File: config.mk
export PLATFORM = sky130hd
export DESIGN_NAME = pcg_port_c
export DESIGN_NICKNAME = d
export VERILOG_FILES = /design/src/rtl/pcg_sync2.v /design/src/rtl/pcg_spike_filter.v /design/src/rtl/pcg_port_c.v
export VERILOG_INCLUDE_DIRS = /design/src /design/src/rtl
export SDC_FILE = /design/constraint.sdc
export NUM_CORES = 1
export LEC_CHECK = 0
export ABC_AREA = 1
export BUFFER_PORTS_ARGS = -buffer_cell sky130_fd_sc_hd__buf_2
export CAP_MARGIN = 20
export CORE_ASPECT_RATIO = 0.7
export CORE_UTILIZATION = 48
export DETAILED_ROUTE_END_ITERATION = 10
export GPL_TIMING_DRIVEN = 0
export HOLD_SLACK_MARGIN = 0.02
export PLACE_DENSITY_LB_ADDON = 0.15
export REMOVE_ABC_BUFFERS = 1
export SLEW_MARGIN = 20
export SYNTH_ARGS = -nofsm -noshare
export SYNTH_HDL_FRONTEND = slang
export SYNTH_SLANG_ARGS = --single-unit
File: constraint.sdc
create_clock -name hclk -period 2.27 [get_ports hclk]
set_clock_uncertainty 0.05 [all_clocks]
set_input_delay 0.1135 -clock hclk [delete_from_list [all_inputs] [get_ports hclk]]
set_output_delay 0.1135 -clock hclk [all_outputs]
set_load 0.01 [all_outputs]
File: src/rtl/pcg_consts.vh
// Constants for the port C general purpose block
`ifndef PCG_CONSTS_VH
`define PCG_CONSTS_VH
`define PCG_PIN_LEVELS_IDX 8'h13
`define PCG_DIRECTION_IDX 8'h14
`define PCG_OUTPUT_LATCH_IDX 8'h15
`define PCG_ALT_CTRL_IDX 8'h16
`define PCG_ADDR_LSB 2
`define PCG_ADDR_MSB 9
`define PCG_BYTE_RESET 8'h00
`define PCG_ALT_GPUD_BIT 0
`define PCG_ALT_ASYNC_BIT 1
`define PCG_ALT_TWI_BIT 2
`define PCG_ALT_RESET 3'h0
`define PCG_OSC_OUT_PIN 7
`define PCG_OSC_IN_PIN 6
`define PCG_TW_DATA_PIN 1
`define PCG_TW_CLOCK_PIN 0
`define PCG_SPIKE_NS 50
`define PCG_CLK_PERIOD_NS 10
`define PCG_HTRANS_NONSEQ 2'h2
`define PCG_HTRANS_SEQ 2'h3
`endif

File: src/rtl/pcg_sync2.v
// Two flop synchroniser for a bus of pin levels
`timescale 1ns/1ps
module pcg_sync2 #(
	parameter WIDTH = 8
) (
	input wire hclk,
	input wire hresetn,
	input wire [WIDTH-1:0] async_in,
	output wire [WIDTH-1:0] sync_out
);
reg [WIDTH-1:0] meta_ff;
reg [WIDTH-1:0] sync_ff;
always @(posedge hclk or negedge hresetn) begin
	if (!hresetn) begin
		meta_ff <= {WIDTH{1'b0}};
		sync_ff <= {WIDTH{1'b0}};
	end else begin
		meta_ff <= async_in;
		sync_ff <= meta_ff;
	end
end
assign sync_out = sync_ff;
endmodule

File: src/rtl/pcg_spike_filter.v
// Spike filter: level must stay stable for a minimum count
`timescale 1ns/1ps
module pcg_spike_filter #(
	parameter CNT_W = 4,
	parameter [CNT_W-1:0] STABLE_CYCLES = 4'h5
) (
	input wire hclk,
	input wire hresetn,
	input wire level_in,
	output wire level_out
);
reg out_ff;
reg [CNT_W-1:0] cnt_ff;
reg [CNT_W-1:0] nxt_cnt;
reg nxt_out;
always @* begin
	nxt_out = out_ff;
	nxt_cnt = {CNT_W{1'b0}};
	if (level_in != out_ff) begin
		if (cnt_ff >= STABLE_CYCLES - 1'b1)
			nxt_out = level_in;
		else
			nxt_cnt = cnt_ff + 1'b1;
	end
end
// Idle bus level is high, so filter starts high
always @(posedge hclk or negedge hresetn) begin
	if (!hresetn) begin
		out_ff <= 1'b1;
		cnt_ff <= {CNT_W{1'b0}};
	end else begin
		out_ff <= nxt_out;
		cnt_ff <= nxt_cnt;
	end
end
assign level_out = out_ff;
endmodule

File: src/rtl/pcg_port_c.v
// Port C general purpose I/O with alternate functions, AHB-Lite slave
//
// Overview of operation
// RULE1 - Each direction bit set makes its pin an output, cleared an input.
// RULE2 - An output pin is driven push-pull with its latch bit value.
// RULE3 - An input pin with latch one gets a pull-up unless pull-ups off.
// RULE4 - Pull-up is off for latch zero, output pins or global disable.
// RULE5 - Latch reads return stored bits, pin-level reads return pins.
// RULE6 - Pin levels at index 13h have no storage and show live levels.
// RULE7 - Reset tri-states every pin at once, with no clock needed.
// RULE8 - All eight pins behave the same as plain digital I/O; pins 7, 6, 1 and 0 go to alternates when selected.
// RULE9 - With the async timer select set, pin 7 is the oscillator output.
// RULE10 - With the async timer select set, pin 6 is the oscillator input.
// RULE11 - With two-wire enabled, pin 1 is open-drain data, spike filtered.
// RULE12 - With two-wire enabled, pin 0 is the clock line, spike filtered.
// RULE13 - Pin levels are synchronised before any read or consumer except the oscillator input on pin 6.
// RULE14 - Output latch sits at index 15h, read/write, reset to zero.
// RULE15 - Direction register sits at index 14h, read/write, reset zero.
// RULE16 - The pin synchroniser has two flops on the system clock.
`timescale 1ns/1ps
`include "pcg_consts.vh"
module pcg_port_c #(
	parameter WIDTH = 8
) (
	input wire hclk,
	input wire hresetn,
	input wire hsel,
	input wire [31:0] haddr,
	input wire [1:0] htrans,
	input wire hwrite,
	input wire [2:0] hsize,
	input wire [31:0] hwdata,
	input wire hready,
	output wire [31:0] hrdata,
	output wire hreadyout,
	output wire hresp,
	input wire [WIDTH-1:0] port_pin_in,
	output wire [WIDTH-1:0] port_pin_out,
	output wire [WIDTH-1:0] port_pin_oe,
	output wire [WIDTH-1:0] port_pin_pullup,
	output wire [WIDTH-1:0] port_pin_slew_limit,
	output wire [WIDTH-1:0] c_pin_sync,
	input wire osc_amp_out,
	output wire osc_amp_in,
	input wire tw_data_drive_low,
	input wire tw_clock_drive_low,
	output wire tw_data_in,
	output wire tw_clock_in,
	output wire async_timer_clock_select,
	output wire two_wire_enable
);

////////////////////////////////////////////////////////////////////////////
localparam integer SPIKE_CYC =
	(`PCG_SPIKE_NS + `PCG_CLK_PERIOD_NS - 1) / `PCG_CLK_PERIOD_NS;

reg [WIDTH-1:0] c_output_latch_ff;
reg [WIDTH-1:0] c_direction_reg_ff;
reg [2:0] alt_ctrl_ff;
reg wr_pend_ff;
reg rd_pend_ff;
reg [7:0] idx_ff;
reg [31:0] rdata_ff;
reg [31:0] nxt_rdata;
wire [7:0] idx_a;
wire xfer;
wire [WIDTH-1:0] c_pin_levels;
wire global_pullup_disable;
wire tw_data_filt;
wire tw_clock_filt;

assign global_pullup_disable = alt_ctrl_ff[`PCG_ALT_GPUD_BIT];
assign async_timer_clock_select = alt_ctrl_ff[`PCG_ALT_ASYNC_BIT];
assign two_wire_enable = alt_ctrl_ff[`PCG_ALT_TWI_BIT];

////////////////////////////////////////////////////////////////////////////
// Bus slave: zero wait states, always OKAY
assign idx_a = haddr[`PCG_ADDR_MSB:`PCG_ADDR_LSB];
assign xfer = hsel && hready &&
	(htrans == `PCG_HTRANS_NONSEQ || htrans == `PCG_HTRANS_SEQ);
assign hreadyout = 1'b1;
assign hresp = 1'b0;
assign hrdata = rdata_ff;

// RULE13 RULE16 two flop synchroniser
pcg_sync2 #(
	.WIDTH(WIDTH)
) u_sync (
	.hclk(hclk),
	.hresetn(hresetn),
	.async_in(port_pin_in),
	.sync_out(c_pin_levels)
);
assign c_pin_sync = c_pin_levels;

// RULE5 read mux; RULE6 pin levels are not stored
always @* begin
	nxt_rdata = 32'h0000_0000;
	case (idx_a)
	`PCG_PIN_LEVELS_IDX: nxt_rdata[WIDTH-1:0] = c_pin_levels;
	`PCG_DIRECTION_IDX: nxt_rdata[WIDTH-1:0] = c_direction_reg_ff;
	`PCG_OUTPUT_LATCH_IDX: nxt_rdata[WIDTH-1:0] = c_output_latch_ff;
	`PCG_ALT_CTRL_IDX: nxt_rdata[2:0] = alt_ctrl_ff;
	default: nxt_rdata = 32'h0000_0000;
	endcase
end

always @(posedge hclk or negedge hresetn) begin
	if (!hresetn) begin
		wr_pend_ff <= 1'b0;
		rd_pend_ff <= 1'b0;
		idx_ff <= 8'h00;
		rdata_ff <= 32'h0000_0000;
	end else begin
		wr_pend_ff <= xfer && hwrite;
		rd_pend_ff <= xfer && !hwrite;
		if (xfer)
			idx_ff <= idx_a;
		if (xfer && !hwrite)
			rdata_ff <= nxt_rdata;
	end
end

// RULE14 RULE15 writable registers, cleared on reset
always @(posedge hclk or negedge hresetn) begin
	if (!hresetn) begin
		c_output_latch_ff <= `PCG_BYTE_RESET;
		c_direction_reg_ff <= `PCG_BYTE_RESET;
		alt_ctrl_ff <= `PCG_ALT_RESET;
	end else if (wr_pend_ff) begin
		case (idx_ff)
		`PCG_DIRECTION_IDX: c_direction_reg_ff <= hwdata[WIDTH-1:0];
		`PCG_OUTPUT_LATCH_IDX: c_output_latch_ff <= hwdata[WIDTH-1:0];
		`PCG_ALT_CTRL_IDX: alt_ctrl_ff <= hwdata[2:0];
		default: c_output_latch_ff <= c_output_latch_ff;
		endcase
	end
end

////////////////////////////////////////////////////////////////////////////
// RULE11 RULE12 spike filters on the two-wire inputs
pcg_spike_filter #(
	.CNT_W(4),
	.STABLE_CYCLES(SPIKE_CYC[3:0])
) u_sda_filt (
	.hclk(hclk),
	.hresetn(hresetn),
	.level_in(c_pin_levels[`PCG_TW_DATA_PIN]),
	.level_out(tw_data_filt)
);
pcg_spike_filter #(
	.CNT_W(4),
	.STABLE_CYCLES(SPIKE_CYC[3:0])
) u_scl_filt (
	.hclk(hclk),
	.hresetn(hresetn),
	.level_in(c_pin_levels[`PCG_TW_CLOCK_PIN]),
	.level_out(tw_clock_filt)
);
assign tw_data_in = two_wire_enable ? tw_data_filt : 1'b1;
assign tw_clock_in = two_wire_enable ? tw_clock_filt : 1'b1;
// Analog oscillator path; crystal bypasses the synchroniser
assign osc_amp_in = async_timer_clock_select ?
	port_pin_in[`PCG_OSC_IN_PIN] : 1'b0;

////////////////////////////////////////////////////////////////////////////
// RULE8 one pin cell per bit; pins 7, 6, 1 and 0 add alternate takeover
genvar gi;
generate
	for (gi = 0; gi < WIDTH; gi = gi + 1) begin : g_pin
		wire osc_out_pin;
		wire osc_in_pin;
		wire tw_pin;
		wire tw_low;
		wire gp_oe;
		assign osc_out_pin = async_timer_clock_select &&
			(gi == `PCG_OSC_OUT_PIN);
		assign osc_in_pin = async_timer_clock_select &&
			(gi == `PCG_OSC_IN_PIN);
		assign tw_pin = two_wire_enable &&
			(gi == `PCG_TW_DATA_PIN || gi == `PCG_TW_CLOCK_PIN);
		assign tw_low = (gi == `PCG_TW_DATA_PIN) ?
			tw_data_drive_low : tw_clock_drive_low;
		// RULE1 direction; RULE7 direction clears asynchronously
		assign gp_oe = c_direction_reg_ff[gi];
		// RULE9 RULE10 RULE11 RULE12 alternate takeover
		assign port_pin_oe[gi] = osc_out_pin ? 1'b1 :
			osc_in_pin ? 1'b0 :
			tw_pin ? tw_low : gp_oe;
		// RULE2 push-pull from the latch
		assign port_pin_out[gi] = osc_out_pin ? osc_amp_out :
			tw_pin ? 1'b0 : c_output_latch_ff[gi];
		// RULE3 RULE4 pull-up only for general inputs
		assign port_pin_pullup[gi] = !osc_out_pin && !osc_in_pin &&
			!tw_pin && !gp_oe && c_output_latch_ff[gi] &&
			!global_pullup_disable;
		assign port_pin_slew_limit[gi] = tw_pin &&
			(gi == `PCG_TW_DATA_PIN);
	end
endgenerate

endmodule

==> impl_results.md, run 1 <==
* Shortest period the worst path allows at 1625 ps
* Cells taking the most area after synthesis: sky130_fd_sc_hd__dfrtp_1 49%, sky130_fd_sc_hd__buf_4 12%, sky130_fd_sc_hd__nand2_1 12%
* Starting utilization of the core area at 0.5143
* FF-to-FF End: c_direction_reg_ff[0]
* Cell chosen for the clock root: sky130_fd_sc_hd__clkbuf_8
* Floorplan die height at 68.52 um
* Hold Vio Cnt, Final at 0
* Routed via count at 2442
* Remaining global-route overflow at 0
* FF-to-FF setup slack at 660 ps
* Post-synthesis mux area share at 0
* Timing startpoint of the critical path: alt_ctrl_ff[2]
* TritonRoute pass-1 iters at 4
* Initial antenna violation count at 0
* I/O pin count at 164
* Post-Synth Simple-Gate Area at 0.2718
* Num rows at 23
* Filler cell count at 561
* First-pass GRT wire length at 10440 um
* TritonCTS clock tree: yes
* Leakage dissipation at 0.001937 uW
* Final cycle utilization of the critical path at 0.7158
* Reg area at 0.001554 mm^2
* Post-placement cell count at 484
* Yosys reg bits at 62
* Detailed-route wire length at 6601 um
* Final-stage net count at 531
* Hold wc startpoint: haddr[9]
* Main combinational cell family by area after synthesis: simple AND/OR/NAND/NOR gates
* Via count of the first global-routing pass at 2143
* Full die area at 0.006648 mm^2
* Fmax achieved at 615.4 MHz
* Number of sinks driven by the clock tree at 62
* Startpoint types: flop
* Core Region at 0.005899 mm^2
* Worst Setup Path Type: flop to primary output
* RSZ-0062 raised after global routing: false
* Worst stage delay on the critical path at 540 ps
* Share of final-layout standard cells stronger than drive strength 1 at 0.2628
* Post-CTS clock slew at the launch and capture registers of the worst setup and hold paths at 60 ps
* Clock insertion delay at the later pin of the skew report at 350 ps
* Sequential cell area fraction in the yosys report at 0.5122
* Depth of the worst hold-timing path at 3
* Post-synthesis adder-cell area fraction at 0.008247
* Status: completed
* Slew Limit Headroom at 0.4836
* Filler-free cell count of the finished design at 524
* Critical path data arrival time at 1460 ps
* GPL Wtd Cong at 0.8114
* Area growth from synthesis to layout at 20.49%
* Maximum clock insertion buffer count at 2
* Data required time at the worst endpoint at 2110 ps
* Placed wire-length estimate at 4447 um
* Post-CTS resize count at 0
* Fin. max-slew vios at 0
* Worst supply voltage drop on vdd at 0.2786 mV
* Xor and xnor area share after synthesis at 0
* Footprint of the multi-input gates at 0.001096 mm^2
* MaxCap Viol Count at 0
* Cts bufs inserted at 9
* Netlist Area Pre-Place at 0.003034 mm^2
* Residual DRC at 0
* Summed negative setup slack over all endpoints at 0 ps
* Utilization after layout at 0.6197
* Maximum number of pins on one net before global-route repair at 63
* Average size of a mapped cell at 8.669 um^2
* Transition time at the pin with the least slew margin at 774.5 ps
* R2R cell count at 6
* Slowest cell on the critical path: sky130_fd_sc_hd__dfrtp_1
* Antenna Violating Nets Remaining at 0
* Synthesized netlist cell count at 350
* Average wire per cell in the routed design at 12.60 um
* Die X at 97.03 um
* Total number of yosys warnings at 0
* Aggregate global-route resource usage at 0.2112
* Max H-tree Level at 3
* Final setup viols at 0
* Vias per Instance at 4.660
* Post-synthesis compound-gate area fraction at 0.03794
* Input/output buffers at 78
* DRT iter0 DRCs at 118
* HP Class: input port to flop
* Setup repair bufs after CTS at 0
* ANT cells at 0
* Launching point of the worst reg2reg path: idx_ff[7]
* Critical path, cell by cell: nor4_1 > buf_2
* End point of the worst hold path: idx_ff[7]
* Dominant cell type by area after synthesis: sky130_fd_sc_hd__dfrtp_1
* Number of distinct library cells after synthesis at 26
* Synth top area share at 0.4948
* Category of the worst setup path capture point: primary output
* PwrDens at 664.1 mW/mm^2
* Crit Path Max Fanout at 14
==> timing repair <==
item                       in CTS  in global routing
hold buffers                   24                  0
hold endpoints to repair       93                  0
setup endpoints to repair       0                  0
==> worst max-delay path: cells and delay by family (launching register included) <==
kind                   cells  cell delay, ps
flip-flops                 1             540
buffers and inverters      1             200
AND/OR/NAND/NOR            1             380
==> synthesized netlist by cell type, drive strengths merged <==
master and n:
a21oi 4, buf 50, clkbuf 2, conb 2, dfrtp 60, dfstp 2, ha 2, inv 32
nand2 97, nand3 40, nand4 2, nor2 27, nor3 4, nor3b 4, nor4 2, o21ai 19
or2 1
==> power by group <==
group          leakage, uW  internal (uW)  switching [uW]
Clock            0.0000829            388             414
Sequential        0.000715           1200            77.3
Combinational      0.00114            138             214
==> per-layer routing <==
metal / wire length (um) / global-route usage / up-vias
met5: 0 / 0 / -
li1: - / - / 1211
met2: 2957 / 0.3275 / 84
met1: 3141 / 0.2845 / 1138
met3: 434 / 0.06754 / 9
met4: 68 / 0.07276 / 0
==> through the flow <==
stage | area (um^2) | setup WS, ps | power [uW] | hold WS [ps]
finish | 3656 | 645.1 | 2428 | 31.49
global route | 3656 | 533.2 | 2570 | 39.60
CTS | 3656 | 639.7 | 2461 | 22.66
detailed placement | 3257 | 670.6 | 1614 | 173.3
global placement | 3254 | 686.2 | 1602 | 171.3
floorplan | 2770 | 979.3 | 1465 | -232.1
==> registers in the layout, indices dropped and copies added (netlist names) <==
signal / count
alt_ctrl_ff: 3
c_direction_reg_ff: 8
c_output_latch_ff: 8
hrdata: 8
idx_ff: 8
u_scl_filt.cnt_ff: 4
u_scl_filt.level_out: 1
u_sda_filt.cnt_ff: 4
u_sda_filt.level_out: 1
u_sync.meta_ff: 8
u_sync.sync_out: 8
wr_pend_ff: 1
==> cell usage in the layout, fill, tap and decap left out, types with 5 or more instances in the layout <==
cell | synthesis | final
sky130_fd_sc_hd__inv_1 | 24 | 24
sky130_fd_sc_hd__dfrtp_1 | 60 | 60
sky130_fd_sc_hd__clkbuf_8 | 0 | 9
sky130_fd_sc_hd__nor2_4 | 6 | 6
sky130_fd_sc_hd__inv_2 | 8 | 8
sky130_fd_sc_hd__o21ai_1 | 5 | 5
sky130_fd_sc_hd__buf_2 | 1 | 77
sky130_fd_sc_hd__nand3_1 | 39 | 39
sky130_fd_sc_hd__dlygate4sd3_1 | 0 | 24
sky130_fd_sc_hd__nor2_1 | 20 | 20
sky130_fd_sc_hd__nand2_1 | 93 | 93
sky130_fd_sc_hd__conb_1 | 2 | 35
sky130_fd_sc_hd__o21ai_0 | 14 | 14
==> cells by family after synthesis <==
logic type / Yosys count
and+or+nand+nor: 177
buffers and inverters: 84
DFF: 62
AOI/OAI and AO/OA: 23
adders and majority gates: 2
other: 2
==> final cells by class <==
type | instances | area share
Sequential cell | 62 | 0.4251
Multi-Input combinational cell | 237 | 0.2998
Timing Repair Buffer | 102 | 0.1732
Clock buffer | 11 | 0.03593
Inverter | 32 | 0.03285
Tap cell | 75 | 0.02567
Clock inverter | 5 | 0.007529
==> worst max-delay path by stage <==
stage	endpoint	slack, ps	cells after the start
floorplan	c_output_latch_ff[1]	980	4
global route	c_output_latch_ff[1]	530	6
finish	port_pin_pullup[1]	650	2
global placement	c_output_latch_ff[1]	690	4
CTS	port_pin_pullup[1]	640	2
detailed placement	c_output_latch_ff[1]	670	4
Note: power is estimated with default switching activity, not from simulation.
==> inputs of run 2 (changes only) <==
--- a/config.mk
+++ b/config.mk
@@ -10,7 +10,7 @@
 export BUFFER_PORTS_ARGS = -buffer_cell sky130_fd_sc_hd__buf_2
 export CAP_MARGIN = 20
 export CORE_ASPECT_RATIO = 0.7
-export CORE_UTILIZATION = 48
+export CORE_UTILIZATION = 45
 export DETAILED_ROUTE_END_ITERATION = 10
 export GPL_TIMING_DRIVEN = 0
 export HOLD_SLACK_MARGIN = 0.02
==> constraint.sdc (replaced) <==
create_clock -name hclk -period 1.5 [get_ports hclk]
set_clock_uncertainty 0.05 [all_clocks]
set_input_delay 0.075 -clock hclk [delete_from_list [all_inputs] [get_ports hclk]]
set_output_delay 0.075 -clock hclk [all_outputs]
set_load 0.01 [all_outputs]
==> run 2 against run 1 <==
Clock power is 95% higher. Cell count rose by 5.0%. Count of clock-buffer cells in the layout grew 3. Global-route usage fell by 1.4 points. First-iteration DRC count rose by 28%. Flip-flop and latch count unchanged. Sequential power increased by 52%. Core utilization down 1.2 points. Non-clock buffer count is 9 higher. Worst setup slack lost 600 ps. Critical path depth is the same. Wire length increased by 3.8%. Highest routed layer unchanged. Critical path type unchanged.
==> impl_results.md, run 2 (same netlist as run 1, synthesis figures left out) <==
* Cts bufs inserted at 9
* Crit Path Max Fanout at 10
* Number of sinks driven by the clock tree at 62
* Final setup viols at 0
* Via count of the first global-routing pass at 2174
* Die X at 100.1 um
* Utilization after layout at 0.6075
* DRT iter0 DRCs at 151
* Aggregate global-route resource usage at 0.1974
* Fmax achieved at 685.9 MHz
* Most common library cell in the layout ignoring fill and taps: sky130_fd_sc_hd__nand2_1
* PwrDens at 1053 mW/mm^2
* Transition time at the pin with the least slew margin at 784.4 ps
* Critical path data arrival time at 1330 ps
* Vias per Instance at 4.515
* Share of final-layout standard cells stronger than drive strength 1 at 0.2898
* Status: completed
* Shortest period the worst path allows at 1458 ps
* Placed wire-length estimate at 4549 um
* Category of the worst setup path capture point: primary output
* I/O pin count at 164
* Routed via count at 2483
* Hold Vio Cnt, Final at 0
* Full die area at 0.007080 mm^2
* First-pass GRT wire length at 10460 um
* Cell chosen for the clock root: sky130_fd_sc_hd__clkbuf_8
* Worst supply voltage drop on vdd at 0.5786 mV
* Post-CTS clock slew at the launch and capture registers of the worst setup and hold paths at 70 ps
* HP Class: input port to flop
* Post-route standard cell area excluding fillers at 0.003867 mm^2
* Num rows at 24
* Floorplan die height at 70.70 um
* Leakage dissipation at 0.002017 uW
* TritonRoute pass-1 iters at 5
* Area of placed instances at 0.003277 mm^2
* TritonCTS clock tree: yes
* Slew Limit Headroom at 0.4771
* Starting utilization of the core area at 0.4766
* Reg area at 0.001558 mm^2
* Clock insertion delay at the later pin of the skew report at 330 ps
* ANT cells at 0
* R2R cell count at 6
* Max H-tree Level at 3
* Fin. max-slew vios at 0
* Average wire per cell in the routed design at 12.46 um
* Initial antenna violation count at 0
* Residual DRC at 0
* Final Power at 4071 uW
* Final-stage net count at 541
* Final cycle utilization of the critical path at 0.9719
* Startpoint types: flop
* Filler cell count at 597
* Worst Setup Path Type: flop to primary output
* Depth of the worst hold-timing path at 3
* Area growth from synthesis to layout at 27.46%
* Input/output buffers at 78
* Remaining global-route overflow at 0
* Core Region at 0.006366 mm^2
* Detailed-route wire length at 6855 um
* Antenna Violating Nets Remaining at 0
* GPL Wtd Cong at 0.7587
* Maximum clock insertion buffer count at 2
* Footprint of the multi-input gates at 0.001137 mm^2
* Maximum number of pins on one net before global-route repair at 63
* Data required time at the worst endpoint at 1370 ps
* Most frequent cells in the layout: 93 x sky130_fd_sc_hd__nand2_1, 77 x sky130_fd_sc_hd__buf_2, 57 x sky130_fd_sc_hd__dfrtp_1
* MaxCap Viol Count at 0
[run 2: cell types whose count changed in the layout (fill, tap and decap cells not counted), moves of 2 or more]
| cell | delta |
|---|---|
| sky130_fd_sc_hd__clkbuf_8 | +4 |
| sky130_fd_sc_hd__dfrtp_1 | -3 |
| sky130_fd_sc_hd__dfrtp_2 | +3 |
| sky130_fd_sc_hd__dlygate4sd3_1 | +2 |
| sky130_fd_sc_hd__clkinv_2 | -4 |
| sky130_fd_sc_hd__buf_4 | +6 |
[run 2: worst paths after layout]
kind | start | endpoint | slack [ps]
max | alt_ctrl_ff[0] | port_pin_pullup[0] | 40
min | hready | wr_pend_ff | 140
max reg2reg | idx_ff[3] | c_output_latch_ff[5] | 80
min reg2reg | u_sync.meta_ff[0] | u_sync.sync_out[0] | 290
max in group asynchronous | hresetn | alt_ctrl_ff[1] | 520
min in group asynchronous | hresetn | u_sync.meta_ff[1] | 320
[run 2: where the power goes]
part / internal [uW] / total (uW) / switching (uW) / leakage (uW)
logic: 231 / 579 / 348 / 0.00119
registers: 1810 / 1930 / 115 / 0.000713
clock network: 950 / 1560 / 615 / 0.000109
total: 2990 / 4070 / 1080 / 0.00202
[run 2: timing repair]
action	4_1_cts	5_1_grt
hold buffers	26	0
buffers inserted	3	4
pin swaps	0	2
resized for setup	5	4
hold endpoints to repair	96	0
endpoints found under the setup margin	14	19
gates cloned	0	1
[run 2: final cells by class]
class | instances | area share
Sequential cell | 62 | 0.4028
Multi-Input combinational cell | 238 | 0.2941
Timing Repair Buffer | 111 | 0.1857
Clock buffer | 14 | 0.04723
Inverter | 32 | 0.03106
Tap cell | 91 | 0.02944
Clock inverter | 2 | 0.009706
[run 2: stage by stage]
stage	hold WS (ps)	std cells	worst slack (ps)	setup TNS [ps]
6_report	141.3	550	42.15	0
3_3_place_gp	132.8	500	-106.7	-555.6
5_1_grt	185.7	550	-17.52	-17.52
4_1_cts	131.0	545	2.653	0
2_1_floorplan	-270.6	331	209.3	0
3_5_place_dp	134.3	500	-124.9	-715.9
[run 2: worst max-delay path, stage by stage (launching register included)]
cell	delay [ps]
sky130_fd_sc_hd__dfrtp_2	510
sky130_fd_sc_hd__nor4_2	300
sky130_fd_sc_hd__buf_2	190
[run 2: per-layer routing]
| metal | GRT usage | vias up | routed length [um] |
|---|---|---|---|
| met2 | 0.2938 | 94 | 3075 |
| met3 | 0.06621 | 2 | 473 |
| met4 | 0.03865 | 0 | 14 |
| met1 | 0.2830 | 1151 | 3291 |
| met5 | 0 | - | 0 |
| li1 | - | 1236 | - |
==> inputs of run 3 (changes only) <==
--- a/config.mk
+++ b/config.mk
@@ -10,6 +10,7 @@
 export BUFFER_PORTS_ARGS = -buffer_cell sky130_fd_sc_hd__buf_2
 export CAP_MARGIN = 20
 export CORE_ASPECT_RATIO = 0.7
+export CORE_MARGIN = 3
 export CORE_UTILIZATION = 45
 export DETAILED_ROUTE_END_ITERATION = 10
 export GPL_TIMING_DRIVEN = 0
==> run 3 against run 2 <==
Critical endpoint is now port_pin_pullup[7]. Critical path type unchanged. Hold slack worse by 11 ps. Core utilization down 0.53 points. Sequential power barely moved. Cell count grew 0.18%. First-iteration DRC count decreased by 3.3%. Largest cell class unchanged. Power down 7.2%. Largest power group unchanged. Flip-flop and latch count did not move. Worst setup slack barely moved. Cell area down 0.87%. Critical path depth increased by 1.
==> impl_results.md, run 3 (same netlist as run 1, synthesis figures left out) <==
* Status: completed
* TritonRoute pass-1 iters at 4
* Shortest period the worst path allows at 1458 ps
* Critical path buffer and inverter count at 1
* PwrDens at 985.8 mW/mm^2
* Vias per Instance at 4.572
* Die X at 104.1 um
* Critical path, cell by cell: or2_2 > nor3_1 > buf_2
* Startpoint types: flop
* Final Power at 3779 uW
* Floorplan die height at 74.70 um
* Data required time at the worst endpoint at 1370 ps
* Fmax achieved at 686.0 MHz
* Final setup viols at 0
* Antenna Violating Nets Remaining at 0
* Area growth from synthesis to layout at 26.35%
* GPL Wtd Cong at 0.7820
* Slew Limit Headroom at 0.4912
* Final worst hold slack at 130.2 ps
* Kind of cell adding the most delay to the critical path: simple AND/OR/NAND/NOR gates
* Transition time at the pin with the least slew margin at 763.2 ps
* Leakage dissipation at 0.002003 uW
* First-pass GRT wire length at 11270 um
* Final cycle utilization of the critical path at 0.9718
* Initial antenna violation count at 0
* Worst stage delay on the critical path at 390 ps
* Fin. max-slew vios at 0
* Category of the worst setup path capture point: primary output
* Worst Setup Path Type: flop to primary output
* Average wire per cell in the routed design at 12.84 um
* Most common library cell in the layout ignoring fill and taps: sky130_fd_sc_hd__nand2_1
* Worst-case setup slack after placement at -159.9 ps
* Input/output buffers at 78
* DRT iter0 DRCs at 146
* MaxCap Viol Count at 0
* Hold Vio Cnt, Final at 0
* Utilization after layout at 0.6022
* TritonCTS clock tree: yes
* Routed via count at 2519
* Core Region at 0.006366 mm^2
* Critical path data arrival time at 1330 ps
* Slowest cell on the critical path: sky130_fd_sc_hd__dfrtp_1
* Worst supply voltage drop on vdd at 0.5457 mV
* Detailed-route wire length at 7076 um
* I/O pin count at 164
* Maximum number of pins on one net before global-route repair at 63
* Share of final-layout standard cells stronger than drive strength 1 at 0.2891
* Via count of the first global-routing pass at 2313
* Aggregate global-route resource usage at 0.1872
* Placed wire-length estimate at 4819 um
* Worst setup slack after layout at 42.36 ps
* Maximum clock insertion buffer count at 2
* Post-CTS clock slew at the launch and capture registers of the worst setup and hold paths at 60 ps
* Num rows at 24
* Residual DRC at 0
* Max H-tree Level at 3
* Number of sinks driven by the clock tree at 62
* Full die area at 0.007780 mm^2
* Remaining global-route overflow at 0
* HP Class: input port to flop
* Starting utilization of the core area at 0.4766
* Crit Path Max Fanout at 3
* Clock insertion delay at the later pin of the skew report at 340 ps
* Most frequent cells in the layout: 93 x sky130_fd_sc_hd__nand2_1, 77 x sky130_fd_sc_hd__buf_2, 57 x sky130_fd_sc_hd__dfrtp_1
* ANT cells at 0
* Cts bufs inserted at 9
* Cell chosen for the clock root: sky130_fd_sc_hd__clkbuf_8
* Final-stage net count at 542
## run 3: metal layers
layer	routed length, um	share of wire	global-route usage
met5	0	0	0
met4	109	0.015	0.07522
met3	518	0.073	0.04884
met2	3202	0.45	0.2916
met1	3245	0.46	0.2552
## run 3: worst paths after layout
check                      cells past startpoint              endpoint  slack (ps)                  start
max                                            3    port_pin_pullup[7]          40  c_direction_reg_ff[7]
min                                            3            wr_pend_ff         130                 hready
max reg2reg                                    8  c_output_latch_ff[0]         120              idx_ff[3]
min reg2reg                                    0    u_sync.sync_out[5]         300      u_sync.meta_ff[5]
max in group asynchronous                      2        alt_ctrl_ff[2]         550                hresetn
min in group asynchronous                      2  u_sda_filt.cnt_ff[0]         290                hresetn
## run 3: per-stage QoR
stage	instances	area, um^2	TNS, ps
final	551	3834	0
after global routing	551	3834	-4.355
after CTS	543	3742	0
after detailed placement	500	3277	-944.1
after global placement	500	3274	-696.7
after floorplan	331	2770	0
## run 3: cell type report
type,instances,area [um^2]
clock buffer,12,145.1
clock inverter,4,22.52
fill,592,2532
inverter,32,120.1
multi-input combinational,238,1136
sequential,62,1558
tap,91,113.9
timing repair buffer,112,738.2
## run 3: power breakdown
part           internal, uW  switching [uW]  leakage, uW  total, uW
logic                   239             350      0.00120        589
registers              1810             119     0.000713       1930
clock network           636             624    0.0000861       1260
total                  2690            1090      0.00200       3780
## run 3: what timing repair did
| action | CTS | global route |
|---|---|---|
| buffers inserted | 1 | 7 |
| hold buffers | 26 | 0 |
| endpoints found under the hold margin | 97 | 0 |
| cloned | 0 | 1 |
| pin swaps | 0 | 6 |
| gates resized for setup | 7 | 2 |
| setup endpoints to repair | 14 | 26 |
## run 3: worst reg2reg max path, cell delays in order (launching register included)
cell,delay (ps)
sky130_fd_sc_hd__dfrtp_1,390
sky130_fd_sc_hd__inv_1,60
sky130_fd_sc_hd__nand2_1,90
sky130_fd_sc_hd__inv_2,100
sky130_fd_sc_hd__nand3_1,110
sky130_fd_sc_hd__nor3_4,240
sky130_fd_sc_hd__buf_12,160
sky130_fd_sc_hd__nand2_1,50
sky130_fd_sc_hd__o21ai_1,70
